## src/ppg_pkg.sv

```systemverilog
// Shared constants, register layouts and modes of the PWM generator control block
package ppg_pkg;

  // ***************************************************************
  // Register map (byte addresses on the Avalon-MM slave)
  // ***************************************************************
  localparam int ADDR_W = 6;
  localparam logic [5:0] OFS_CTRL = 6'h00;
  localparam logic [5:0] OFS_DUTY = 6'h04;
  localparam logic [5:0] OFS_PHASE = 6'h08;
  localparam logic [5:0] OFS_DT = 6'h0c;
  localparam logic [5:0] OFS_ALTDT = 6'h10;
  localparam logic [5:0] OFS_TRG = 6'h14;
  localparam logic [5:0] OFS_IO = 6'h18;
  localparam logic [5:0] OFS_MDUTY = 6'h1c;
  localparam logic [5:0] OFS_PPER = 6'h20;
  localparam logic [5:0] OFS_TCMP = 6'h24;

  // ***************************************************************
  // Writable and status bit masks, reserved bits read as zero
  // ***************************************************************
  localparam logic [15:0] CTRL_WR_MASK = 16'h1fc3;
  localparam logic [15:0] CTRL_STAT_MASK = 16'he000;
  localparam logic [15:0] PHASE_MASK = 16'hfffc;
  localparam logic [15:0] ITB_PERIOD_MASK = 16'hfff0;
  localparam logic [15:0] DT_MASK = 16'h3ffc;
  localparam logic [15:0] TRG_MASK = 16'he03f;
  localparam logic [15:0] IO_MASK = 16'hfffd;
  localparam logic [15:0] PAD_ZERO = 16'h0000;
  localparam logic [15:0] TRG_NONE = 16'h0000;
  localparam logic [15:0] CNT_ONE = 16'h0001;

  // ***************************************************************
  // Modes
  // ***************************************************************
  typedef enum logic [1:0] {DT_POS = 2'h0, DT_NEG = 2'h1, DT_OFF = 2'h2, DT_RSV = 2'h3} ppg_dt_e_t;
  typedef enum logic [1:0] {PM_COMP = 2'h0, PM_INDEP = 2'h1, PM_PUSH = 2'h2, PM_RSV = 2'h3} ppg_pair_e_t;

  // ***************************************************************
  // Register layouts
  // ***************************************************************
  typedef struct packed {
    logic h;
    logic l;
  } ppg_pins_t;

  typedef struct packed {
    logic fault_irq_pending;
    logic limit_irq_pending;
    logic trigger_irq_pending;
    logic fault_irq_enable;
    logic limit_irq_enable;
    logic trigger_irq_enable;
    logic own_timebase_select;
    logic shared_duty_select;
    ppg_dt_e_t deadtime_mode;
    logic [3:0] rsv;
    logic limit_resets_timebase;
    logic duty_update_now;
  } ppg_ctrl_t;

  typedef struct packed {
    logic [1:0] rsv_hi;
    logic [11:0] val;
    logic [1:0] rsv_lo;
  } ppg_dtreg_t;

  typedef struct packed {
    logic [2:0] trigger_divider;
    logic [6:0] rsv;
    logic [5:0] postscale_start_count;
  } ppg_trg_t;

  typedef struct packed {
    logic high_pin_owner;
    logic low_pin_owner;
    logic high_pin_invert;
    logic low_pin_invert;
    ppg_pair_e_t pin_pair_mode;
    logic high_force_enable;
    logic low_force_enable;
    ppg_pins_t forced_pin_values;
    ppg_pins_t fault_pin_values;
    ppg_pins_t limit_pin_values;
    logic rsv;
    logic force_sync_to_period;
  } ppg_io_t;

endpackage

```

## src/ppg_deadband.sv

```systemverilog
// Edge delay for one output: delays rising or falling edges by a cycle count
`timescale 1ns/1ps
module ppg_deadband (
  // Clock and reset
  input wire logic clk,
  input wire logic nrst,
  // Control
  input wire ppg_pkg::ppg_dt_e_t mode,
  input wire logic [11:0] delay,
  // Data
  input wire logic in_lvl,
  output logic out_lvl
);

  typedef struct packed {
    logic [11:0] cnt;
    logic out;
  } ppg_db_state_t;

  ppg_db_state_t s_q, s_d;
  logic edge_wait;

  assign out_lvl = s_q.out;

  // Positive mode holds back turn-on, negative mode holds back turn-off
  always_comb begin
    unique case (mode)
      ppg_pkg::DT_POS: edge_wait = in_lvl & ~s_q.out;
      ppg_pkg::DT_NEG: edge_wait = ~in_lvl & s_q.out;
      ppg_pkg::DT_OFF, ppg_pkg::DT_RSV: edge_wait = 1'b0;
    endcase
  end

  always_comb begin
    s_d = s_q;
    if (!edge_wait || s_q.cnt >= delay) begin
      s_d.out = in_lvl;
      s_d.cnt = '0;
    end else begin
      s_d.cnt = 12'(s_q.cnt + 12'h001);
    end
  end

  always_ff @(posedge clk or negedge nrst) begin
    if (!nrst) begin
      s_q <= '0;
    end else begin
      s_q <= s_d;
    end
  end

endmodule

```

## src/ppg_generator.sv

```systemverilog
// PWM generator control: registers, duty and trigger logic, output steering
//
// Overview of operation
// - Clearing limit enable drops limit request and flag
// - Trigger enable raises requests; clearing drops flag
// - Own time base uses phase register as period
// - Shared duty select picks master duty value
// - Dead-time mode: positive, negative, off, reserved
// - Limit input restarts own time base when enabled
// - Duty update immediate or at period boundary
// - Phase is shift value, or period ignoring low bits
// - Primary dead time, 12 bits, others read zero
// - Alternate dead time, 12 bits, others read zero
// - Trigger output once every divider plus one events
// - Trigger counting starts after roll count matches start
// - Ownership bits hand pins to generator or GPIO
// - Invert bits make each pin active low
// - Pair mode: complementary, independent, push-pull, reserved
// - Force enables put forced values on pins
// - Active fault drives pins from fault values
// - Active limit drives pins from limit values
// - Forced values wait for period boundary if synced
// - Unused trigger control bits read zero
// - Clearing fault enable drops fault flag
// - Zero trigger compare never produces a trigger
//
// Added by the designer: the register addresses and the Avalon-MM interface to the registers.
`timescale 1ns/1ps
module ppg_generator (
  // Clock and reset
  input wire logic CORE_CLK,
  input wire logic NRST,
  // Avalon-MM slave
  input wire logic [5:0] AVS_ADDRESS,
  input wire logic AVS_READ,
  input wire logic AVS_WRITE,
  input wire logic [31:0] AVS_WRITEDATA,
  input wire logic [3:0] AVS_BYTEENABLE,
  output logic [31:0] AVS_READDATA,
  output logic AVS_WAITREQUEST,
  // Protection inputs, active high
  input wire logic FAULT_IN,
  input wire logic LIMIT_IN,
  // GPIO values for pins not owned by the generator
  input wire logic GPIO_HIGH,
  input wire logic GPIO_LOW,
  // Power stage and ADC
  output logic HIGH_SIDE_OUT,
  output logic LOW_SIDE_OUT,
  output logic ADC_TRIGGER,
  // Interrupt requests
  output logic FAULT_IRQ,
  output logic LIMIT_IRQ,
  output logic TRIGGER_IRQ
);

  typedef struct packed {
    logic waitreq;
    logic [15:0] rdata;
    ppg_pkg::ppg_ctrl_t ctrl;
    logic [15:0] duty;
    logic [15:0] act_duty;
    logic [15:0] mduty;
    logic [15:0] pper;
    logic [15:0] tcmp;
    logic [15:0] phase;
    ppg_pkg::ppg_dtreg_t dt;
    ppg_pkg::ppg_dtreg_t altdt;
    ppg_pkg::ppg_trg_t trg;
    ppg_pkg::ppg_io_t io;
    ppg_pkg::ppg_pins_t frc_en;
    ppg_pkg::ppg_pins_t frc_val;
    logic push_sel;
    logic [5:0] roll;
    logic armed;
    logic [2:0] div;
    logic adc_trig;
    logic lim_prev;
    logic flt_prev;
    logic out_h;
    logic out_l;
  } ppg_gen_state_t;

  ppg_gen_state_t s_q, s_d;

  logic req, wr_acc;
  logic [15:0] rd_val, wval;
  logic [15:0] prim_cnt, gen_cnt, gen_period, gen_load_val, sel_duty;
  logic prim_wrap, gen_wrap, gen_load, restart;
  logic raw, gh, gl, db_h, db_l, pin_h, pin_l, trig_evt;

  // ***************************************************************
  // Bus slave: one wait cycle, then the access completes
  // ***************************************************************
  function automatic logic [15:0] merge(input logic [15:0] old, input logic [15:0] wd, input logic [1:0] be);
    logic [15:0] r;
    r = old;
    if (be[0]) begin
      r[7:0] = wd[7:0];
    end
    if (be[1]) begin
      r[15:8] = wd[15:8];
    end
    return r;
  endfunction

  assign req = AVS_READ | AVS_WRITE;
  assign wr_acc = AVS_WRITE & ~s_q.waitreq;
  assign wval = merge(rd_val, AVS_WRITEDATA[15:0], AVS_BYTEENABLE[1:0]);

  // Unmapped addresses read zero; reserved bits are never stored
  always_comb begin
    case (AVS_ADDRESS)
      ppg_pkg::OFS_CTRL: rd_val = s_q.ctrl;
      ppg_pkg::OFS_DUTY: rd_val = s_q.duty;
      ppg_pkg::OFS_PHASE: rd_val = s_q.phase;
      ppg_pkg::OFS_DT: rd_val = s_q.dt;
      ppg_pkg::OFS_ALTDT: rd_val = s_q.altdt;
      ppg_pkg::OFS_TRG: rd_val = s_q.trg;
      ppg_pkg::OFS_IO: rd_val = s_q.io;
      ppg_pkg::OFS_MDUTY: rd_val = s_q.mduty;
      ppg_pkg::OFS_PPER: rd_val = s_q.pper;
      ppg_pkg::OFS_TCMP: rd_val = s_q.tcmp;
      default: rd_val = ppg_pkg::PAD_ZERO;
    endcase
  end

  // ***************************************************************
  // Time bases
  // ***************************************************************
  assign restart = s_q.ctrl.limit_resets_timebase & s_q.ctrl.own_timebase_select & LIMIT_IN;
  // Own period drops the four lowest phase bits, shared mode loads phase as an offset
  assign gen_period = s_q.ctrl.own_timebase_select ? (s_q.phase & ppg_pkg::ITB_PERIOD_MASK) : s_q.pper;
  assign gen_load = restart | (~s_q.ctrl.own_timebase_select & prim_wrap);
  assign gen_load_val = restart ? ppg_pkg::PAD_ZERO : s_q.phase;

  ppg_timebase u_prim_tb (
    .clk(CORE_CLK),
    .nrst(NRST),
    .period(s_q.pper),
    .load(1'b0),
    .load_val(ppg_pkg::PAD_ZERO),
    .cnt(prim_cnt),
    .wrap(prim_wrap)
  );
  ppg_timebase u_gen_tb (
    .clk(CORE_CLK),
    .nrst(NRST),
    .period(gen_period),
    .load(gen_load),
    .load_val(gen_load_val),
    .cnt(gen_cnt),
    .wrap(gen_wrap)
  );

  // ***************************************************************
  // Waveform, pair mode and dead time
  // ***************************************************************
  assign sel_duty = s_q.ctrl.shared_duty_select ? s_q.mduty : s_q.act_duty;
  assign raw = gen_cnt < sel_duty;
  assign trig_evt = (s_q.tcmp != ppg_pkg::TRG_NONE) & (gen_cnt == s_q.tcmp);

  always_comb begin
    unique case (s_q.io.pin_pair_mode)
      ppg_pkg::PM_COMP: begin
        gh = raw;
        gl = ~raw;
      end
      ppg_pkg::PM_INDEP: begin
        gh = raw;
        gl = raw;
      end
      ppg_pkg::PM_PUSH: begin
        gh = raw & s_q.push_sel;
        gl = raw & ~s_q.push_sel;
      end
      ppg_pkg::PM_RSV: begin
        gh = 1'b0;
        gl = 1'b0;
      end
    endcase
  end

  // Delayed edges use the primary value on the high side, the alternate on the low side
  ppg_deadband u_db_h (
    .clk(CORE_CLK),
    .nrst(NRST),
    .mode(s_q.ctrl.deadtime_mode),
    .delay(s_q.dt.val),
    .in_lvl(gh),
    .out_lvl(db_h)
  );
  ppg_deadband u_db_l (
    .clk(CORE_CLK),
    .nrst(NRST),
    .mode(s_q.ctrl.deadtime_mode),
    .delay(s_q.altdt.val),
    .in_lvl(gl),
    .out_lvl(db_l)
  );

  // ***************************************************************
  // Output steering
  // ***************************************************************
  always_comb begin
    pin_h = db_h;
    pin_l = db_l;
    if (s_q.frc_en.h) begin
      pin_h = s_q.frc_val.h;
    end
    if (s_q.frc_en.l) begin
      pin_l = s_q.frc_val.l;
    end
    if (LIMIT_IN) begin
      pin_h = s_q.io.limit_pin_values.h;
      pin_l = s_q.io.limit_pin_values.l;
    end
    if (FAULT_IN) begin
      pin_h = s_q.io.fault_pin_values.h;
      pin_l = s_q.io.fault_pin_values.l;
    end
    pin_h = s_q.io.high_pin_owner ? (pin_h ^ s_q.io.high_pin_invert) : GPIO_HIGH;
    pin_l = s_q.io.low_pin_owner ? (pin_l ^ s_q.io.low_pin_invert) : GPIO_LOW;
  end

  // ***************************************************************
  // Next state
  // ***************************************************************
  always_comb begin
    s_d = s_q;
    s_d.lim_prev = LIMIT_IN;
    s_d.flt_prev = FAULT_IN;
    s_d.waitreq = 1'b1;
    if (req && s_q.waitreq) begin
      s_d.waitreq = 1'b0;
      s_d.rdata = AVS_READ ? rd_val : s_q.rdata;
    end
    if (wr_acc) begin
      case (AVS_ADDRESS)
        ppg_pkg::OFS_CTRL: s_d.ctrl = (wval & ppg_pkg::CTRL_WR_MASK) | (s_q.ctrl & ppg_pkg::CTRL_STAT_MASK);
        ppg_pkg::OFS_DUTY: begin
          s_d.duty = wval;
          if (s_q.ctrl.duty_update_now) begin
            s_d.act_duty = wval;
          end
        end
        ppg_pkg::OFS_PHASE: s_d.phase = wval & ppg_pkg::PHASE_MASK;
        ppg_pkg::OFS_DT: s_d.dt = wval & ppg_pkg::DT_MASK;
        ppg_pkg::OFS_ALTDT: s_d.altdt = wval & ppg_pkg::DT_MASK;
        ppg_pkg::OFS_TRG: begin
          s_d.trg = wval & ppg_pkg::TRG_MASK;
          s_d.armed = 1'b0;
          s_d.div = '0;
        end
        ppg_pkg::OFS_IO: s_d.io = wval & ppg_pkg::IO_MASK;
        ppg_pkg::OFS_MDUTY: s_d.mduty = wval;
        ppg_pkg::OFS_PPER: s_d.pper = wval;
        ppg_pkg::OFS_TCMP: s_d.tcmp = wval;
        default: ;
      endcase
    end
    // Buffered duty only moves at the period edge so a cycle never sees a torn value
    if (gen_wrap && !s_q.ctrl.duty_update_now) begin
      s_d.act_duty = s_q.duty;
    end
    if (gen_wrap) begin
      s_d.push_sel = ~s_q.push_sel;
      s_d.roll = 6'(s_q.roll + 6'h01);
    end
    if (s_q.roll == s_q.trg.postscale_start_count) begin
      s_d.armed = 1'b1;
    end
    s_d.adc_trig = 1'b0;
    if (trig_evt && s_q.armed) begin
      if (s_q.div >= s_q.trg.trigger_divider) begin
        s_d.div = '0;
        s_d.adc_trig = 1'b1;
      end else begin
        s_d.div = 3'(s_q.div + 3'h1);
      end
    end
    // Enable low clears the flag; a new event with enable high sets it
    s_d.ctrl.trigger_irq_pending = s_d.ctrl.trigger_irq_enable & (s_d.ctrl.trigger_irq_pending | s_d.adc_trig);
    s_d.ctrl.limit_irq_pending = s_d.ctrl.limit_irq_enable &
      (s_d.ctrl.limit_irq_pending | (LIMIT_IN & ~s_q.lim_prev));
    s_d.ctrl.fault_irq_pending = s_d.ctrl.fault_irq_enable &
      (s_d.ctrl.fault_irq_pending | (FAULT_IN & ~s_q.flt_prev));
    if (!s_q.io.force_sync_to_period || gen_wrap) begin
      s_d.frc_en = {s_q.io.high_force_enable, s_q.io.low_force_enable};
      s_d.frc_val = s_q.io.forced_pin_values;
    end
    s_d.out_h = pin_h;
    s_d.out_l = pin_l;
  end

  always_ff @(posedge CORE_CLK or negedge NRST) begin
    if (!NRST) begin
      s_q <= '0;
      s_q.waitreq <= 1'b1;
    end else begin
      s_q <= s_d;
    end
  end

  assign AVS_READDATA = {ppg_pkg::PAD_ZERO, s_q.rdata};
  assign AVS_WAITREQUEST = s_q.waitreq;
  assign HIGH_SIDE_OUT = s_q.out_h;
  assign LOW_SIDE_OUT = s_q.out_l;
  assign ADC_TRIGGER = s_q.adc_trig;
  assign FAULT_IRQ = s_q.ctrl.fault_irq_pending;
  assign LIMIT_IRQ = s_q.ctrl.limit_irq_pending;
  assign TRIGGER_IRQ = s_q.ctrl.trigger_irq_pending;
endmodule

```

## src/ppg_timebase.sv

```systemverilog
// Free-running period counter with load, used for shared and own time base
`timescale 1ns/1ps
module ppg_timebase (
  // Clock and reset
  input wire logic clk,
  input wire logic nrst,
  // Control
  input wire logic [15:0] period,
  input wire logic load,
  input wire logic [15:0] load_val,
  // Count
  output logic [15:0] cnt,
  output logic wrap
);

  typedef struct packed {
    logic [15:0] cnt;
  } ppg_tb_state_t;

  ppg_tb_state_t s_q, s_d;

  assign cnt = s_q.cnt;
  assign wrap = (s_q.cnt >= period) & ~load;

  always_comb begin
    s_d = s_q;
    if (load) begin
      s_d.cnt = load_val;
    end else if (s_q.cnt >= period) begin
      s_d.cnt = '0;
    end else begin
      s_d.cnt = 16'(s_q.cnt + ppg_pkg::CNT_ONE);
    end
  end

  always_ff @(posedge clk or negedge nrst) begin
    if (!nrst) begin
      s_q <= '0;
    end else begin
      s_q <= s_d;
    end
  end

endmodule

```

## config.mk

```make
export PLATFORM = sky130hd
export DESIGN_NAME = ppg_generator
export DESIGN_NICKNAME = d
export VERILOG_FILES = /design/src/ppg_pkg.sv /design/src/ppg_deadband.sv /design/src/ppg_generator.sv /design/src/ppg_timebase.sv
export SDC_FILE = /design/constraint.sdc
export NUM_CORES = 1
export LEC_CHECK = 0
export BUFFER_PORTS_ARGS = -buffer_cell sky130_fd_sc_hd__buf_4
export CORE_MARGIN = 1
export CORE_UTILIZATION = 60
export CTS_CLUSTER_SIZE = 12
export DETAILED_ROUTE_END_ITERATION = 16
export PLACE_DENSITY_LB_ADDON = 0.3
export SYNTH_ARGS = -nofsm -noshare
export SYNTH_HDL_FRONTEND = slang
export SYNTH_HIERARCHICAL = 1
export SYNTH_SLANG_ARGS = --single-unit
```

## constraint.sdc

```tcl
create_clock -name CORE_CLK -period 8.8 [get_ports CORE_CLK]
set_input_delay 0.44 -clock CORE_CLK [delete_from_list [all_inputs] [get_ports CORE_CLK]]
set_output_delay 0.44 -clock CORE_CLK [all_outputs]
set_load 0.01 [all_outputs]
```

==> impl_summary.txt <==
----------------------------------------------------
[Routing]
  DR DRC count ... 0
  Pre-antenna DRT Iters ... 6
  Vias after detailed routing ... 11,300
  Iter 0 DRT Violations ... 1,181
  Total wirelength of the detailed-routed design ... 38.5 mm
  Final antenna-violating net count ... 0
  Ratio of routed vias to standard cells ... 6.25
  Per-cell routed wire length ... 21.4 um

[Setup path]
  Slack of the worst reg-to-reg path ... 4150 ps
  Worst setup path startpoint ... s_q[129]
  Path length in cells of the critical path ... 15
  Reg2Reg Depth ... 15
  CP delay by family, top ... compound AO/OA/AOI/OAI gates
  Cell with the biggest individual delay on the critical path ... o22ai_2
  Critical Path Sink ... s_q[152]
  CP bufs+invs ... 4
  Maximum fanout count along the critical path ... 33
  Critical R2R Capture ... s_q[152]
  Type of element capturing the critical path ... flip-flop
  CP arrival ... 5030 ps
  Critical register-to-register path startpoint ... s_q[129]
  Crit path required time ... 9190 ps
  Cells along the critical path ... inv_1, ha_1, nand4_1, or2_1, o22ai_2, o31a_1, inv_1, o21ai_2, buf_4, o21ba_2, nand2b_1, buf_4, or2b_1, o22ai_1, a21oi_1
  Slowest Stage Delay on Critical Path ... 610 ps
  Critical path startpoint category ... flip-flop
  Classification of the worst setup path ... flip-flop to flip-flop

[Yosys]
  Post-synth top area cell ... dfrtp_1
  Share of synthesized area spent on multiplexers ... 5.11%
  Compound-Gate Fraction of Synth Area ... 18.1%
  Fraction of registers with async set or reset after synthesis ... 100%
  Cell types with the largest area share after synthesis ... dfrtp_1 (43%), ha_1 (7.0%), nand2_1 (5.5%)
  Leading cell type by number of instances after synthesis ... dfrtp_1
  Most frequent cells after synthesis ... dfrtp_1 (248), nand2_1 (211), o21ai_0 (141)
  Number of enable-type register cells in the synthesized netlist ... 0
  Syn Area/Cell ... 9.98 um^2
  Predominant post-synthesis flop cell ... dfrtp_1
  Netlist Area Pre-Place ... 14,300 um^2
  Largest family of logic cells by synthesized area ... compound AO/OA/AOI/OAI gates
  Xor-xnor portion of the synthesized cell area ... 4.82%
  Synth Area in Adders ... 6.98%
  Number of distinct library cells after synthesis ... 90
  Sequential share of the synthesized area ... 43.5%
  Gate count of the mapped netlist ... 1,437
  Synth Area in Simple Gates ... 15.2%
  Seq cells post-synth ... 249
  Proportion of netlist area held by the largest area contributor ... 43.3%
  Synthesis warning total ... 6

[CTS]
  Number of setup buffers added after CTS ... 0
  Clk Tree Root Cell ... clkbuf_16
  Clock transition at the registers of the reported paths ... 60 ps
  Max H-tree Level ... 1
  Clk_lat worst skew ... 550 ps
  Clock tree from TritonCTS ... yes
  Number of clock buffers inserted by TritonCTS ... 27
  Total clock sinks ... 249
  Max Root-Sink Buffers ... 3

[Timing]
  Top achievable clock speed ... 0.215 GHz
  Transition time at the pin with the least slew margin ... 1120 ps
  Final period util ... 52.8%
  Final setup slack of the worst path ... 4150 ps
  Final hold violation count ... 0
  Aggregate negative setup slack ... 0 ps
  Clock skew after layout ... 17.1 ps
  Pins over their slew limit ... 0
  Setup-violating endpoint count in the final report ... 0
  Worst slew margin relative to its limit ... 25.3%
  Period minus WS final ... 4650 ps
  RSZ-0062 raised after global routing ... false

[Placement]
  IO Port Bufs ... 54
  Final weighted congestion in routability-driven placement ... 0.915
  Detailed placer's ending HPWL ... 27.1 mm
  Post-Place Worst Slack ... 4320 ps

[Global routing]
  Initial antenna violation count ... 0
  Total global routing overflow ... 0
  Global-route wire length before repair ... 60.2 mm
  GRT Resource Usage Total ... 32.1%
  Pin count of the biggest net entering global routing ... 106
  Vias in the first global route ... 10,900

[Die]
  Horiz. Die Dim ... 157 um
  Starting density of the core ... 61.1%
  Area of the die ... 24,500 um^2
  Core Footprint ... 23,500 um^2
  Height of the die ... 157 um
  Row Count ... 56
  Count of pins on the block boundary ... 89

[Cells and area]
  Net total in the final layout ... 1,594
  Fraction of final layout cells sized beyond drive strength 1 ... 15.3%
  Layout overhead on the synthesized area ... 9.06%
  FILL cells ... 1,816
  Antenna fix cells ... 0

[Pwr]
  Power per Cell Area ... 223 nW/um^2
  Worst voltage drop across the vdd grid ... 0.169 mV
  Leakage ... 6.85 nW

[Run status]
  Status ... finished, final reports clean

[Flow run]
  Number of max-cap violations ... 0

[Min path]
  Min-Delay Startpoint ... FAULT_IN
  Worst hold-check path type ... input port to flip-flop

----------------------------------------------------
[worst min-delay path by stage]
stage / to / cells past startpoint
finish: s_q[2] / 1
global route: s_q[2] / 1
CTS: AVS_WAITREQUEST / 2
detailed placement: AVS_WAITREQUEST / 1
global placement: AVS_WAITREQUEST / 1
floorplan: ADC_TRIGGER / 0
[repair_timing]
item / in CTS / in global routing
endpoints found under the hold margin: 25 / 0
gates resized for setup: 0 / 0
hold buffers: 1 / 0
[logic make-up (layout without fill, tap and decap cells)]
| group | Yosys count | in the layout |
|---|---|---|
| fa+ha+maj | 80 | 80 |
| simple gates | 440 | 440 |
| flops | 249 | 249 |
| xor+xnor | 79 | 79 |
| other cells | 1 | 36 |
| compound gates | 353 | 353 |
| buf+inv | 173 | 182 |
| mux | 62 | 62 |
[sequential cells by signal (all words and copies together) (netlist names), 12 cells and up]
signal         count
u_gen_tb/cnt      16
AVS_READDATA      16
u_db_h/s_q        12
u_db_l/s_q        12
u_prim_tb/cnt     16
s_q              168
[worst register-to-register path, delay by kind of cell, from the launching register on]
kind            cells  cell delay, ps
buf+inv             4             840
compound gates      6            1670
flops               1             470
fa+ha+maj           1             320
simple gates        4            1180
[cell type report]
| type | count | area, um^2 | share of cell area, % |
|---|---|---|---|
| multi-input combinational | 1050 | 7350 | 47.0 |
| inverter | 73 | 274 | 1.75 |
| timing repair buffer | 63 | 483 | 3.09 |
| clock inverter | 6 | 83.8 | 0.536 |
| clock buffer | 40 | 815 | 5.21 |
| sequential | 249 | 6230 | 39.8 |
| tap | 319 | 399 | 2.55 |
[metrics by stage]
step,power [mW],std cells,hold WS [ps],cell area [um^2],utilization [%]
after detailed placement,2.33,1753,466,14700,62.8
after global placement,2.29,1753,458,14700,62.8
final,3.49,1800,47.7,15600,66.6
after CTS,3.48,1800,36.9,15600,66.6
after floorplan,2.12,1472,144,14500,-
after global routing,3.64,1800,45.0,15600,66.6
[cell usage in the layout, fill, tap and decap left out, types with 10 or more instances in the layout]
master     count
dfrtp_1      248
nand2_1      211
o21ai_0      140
ha_1          80
inv_1         73
buf_4         61
nor2_1        53
nand3_1       43
xor2_1        41
xnor2_1       38
conb_1        36
a21oi_1       29
mux2_2        28
clkbuf_16     27
mux2i_1       25
nand4_1       23
a222oi_1      23
and2_1        19
o41ai_1       18
nor4_1        15
a22oi_1       15
o41ai_2       12
and3_1        11
a21oi_2       11
o21ai_1       11
o22ai_2       11
nor3_1        10
[report_power, final]
| part | switching (mW) | total (mW) | internal, mW |
|---|---|---|---|
| registers | 0.170 | 1.46 | 1.29 |
| logic | 0.519 | 0.882 | 0.364 |
| clock network | 0.456 | 1.15 | 0.692 |
[layer usage]
layer | routed length (um) | GRT usage [%]
met1 | 16000 | 43.0
met2 | 17500 | 49.9
met3 | 3310 | 7.09
met4 | 1730 | 15.0
met5 | 0 | 0
(Power assumes the default switching activity.)
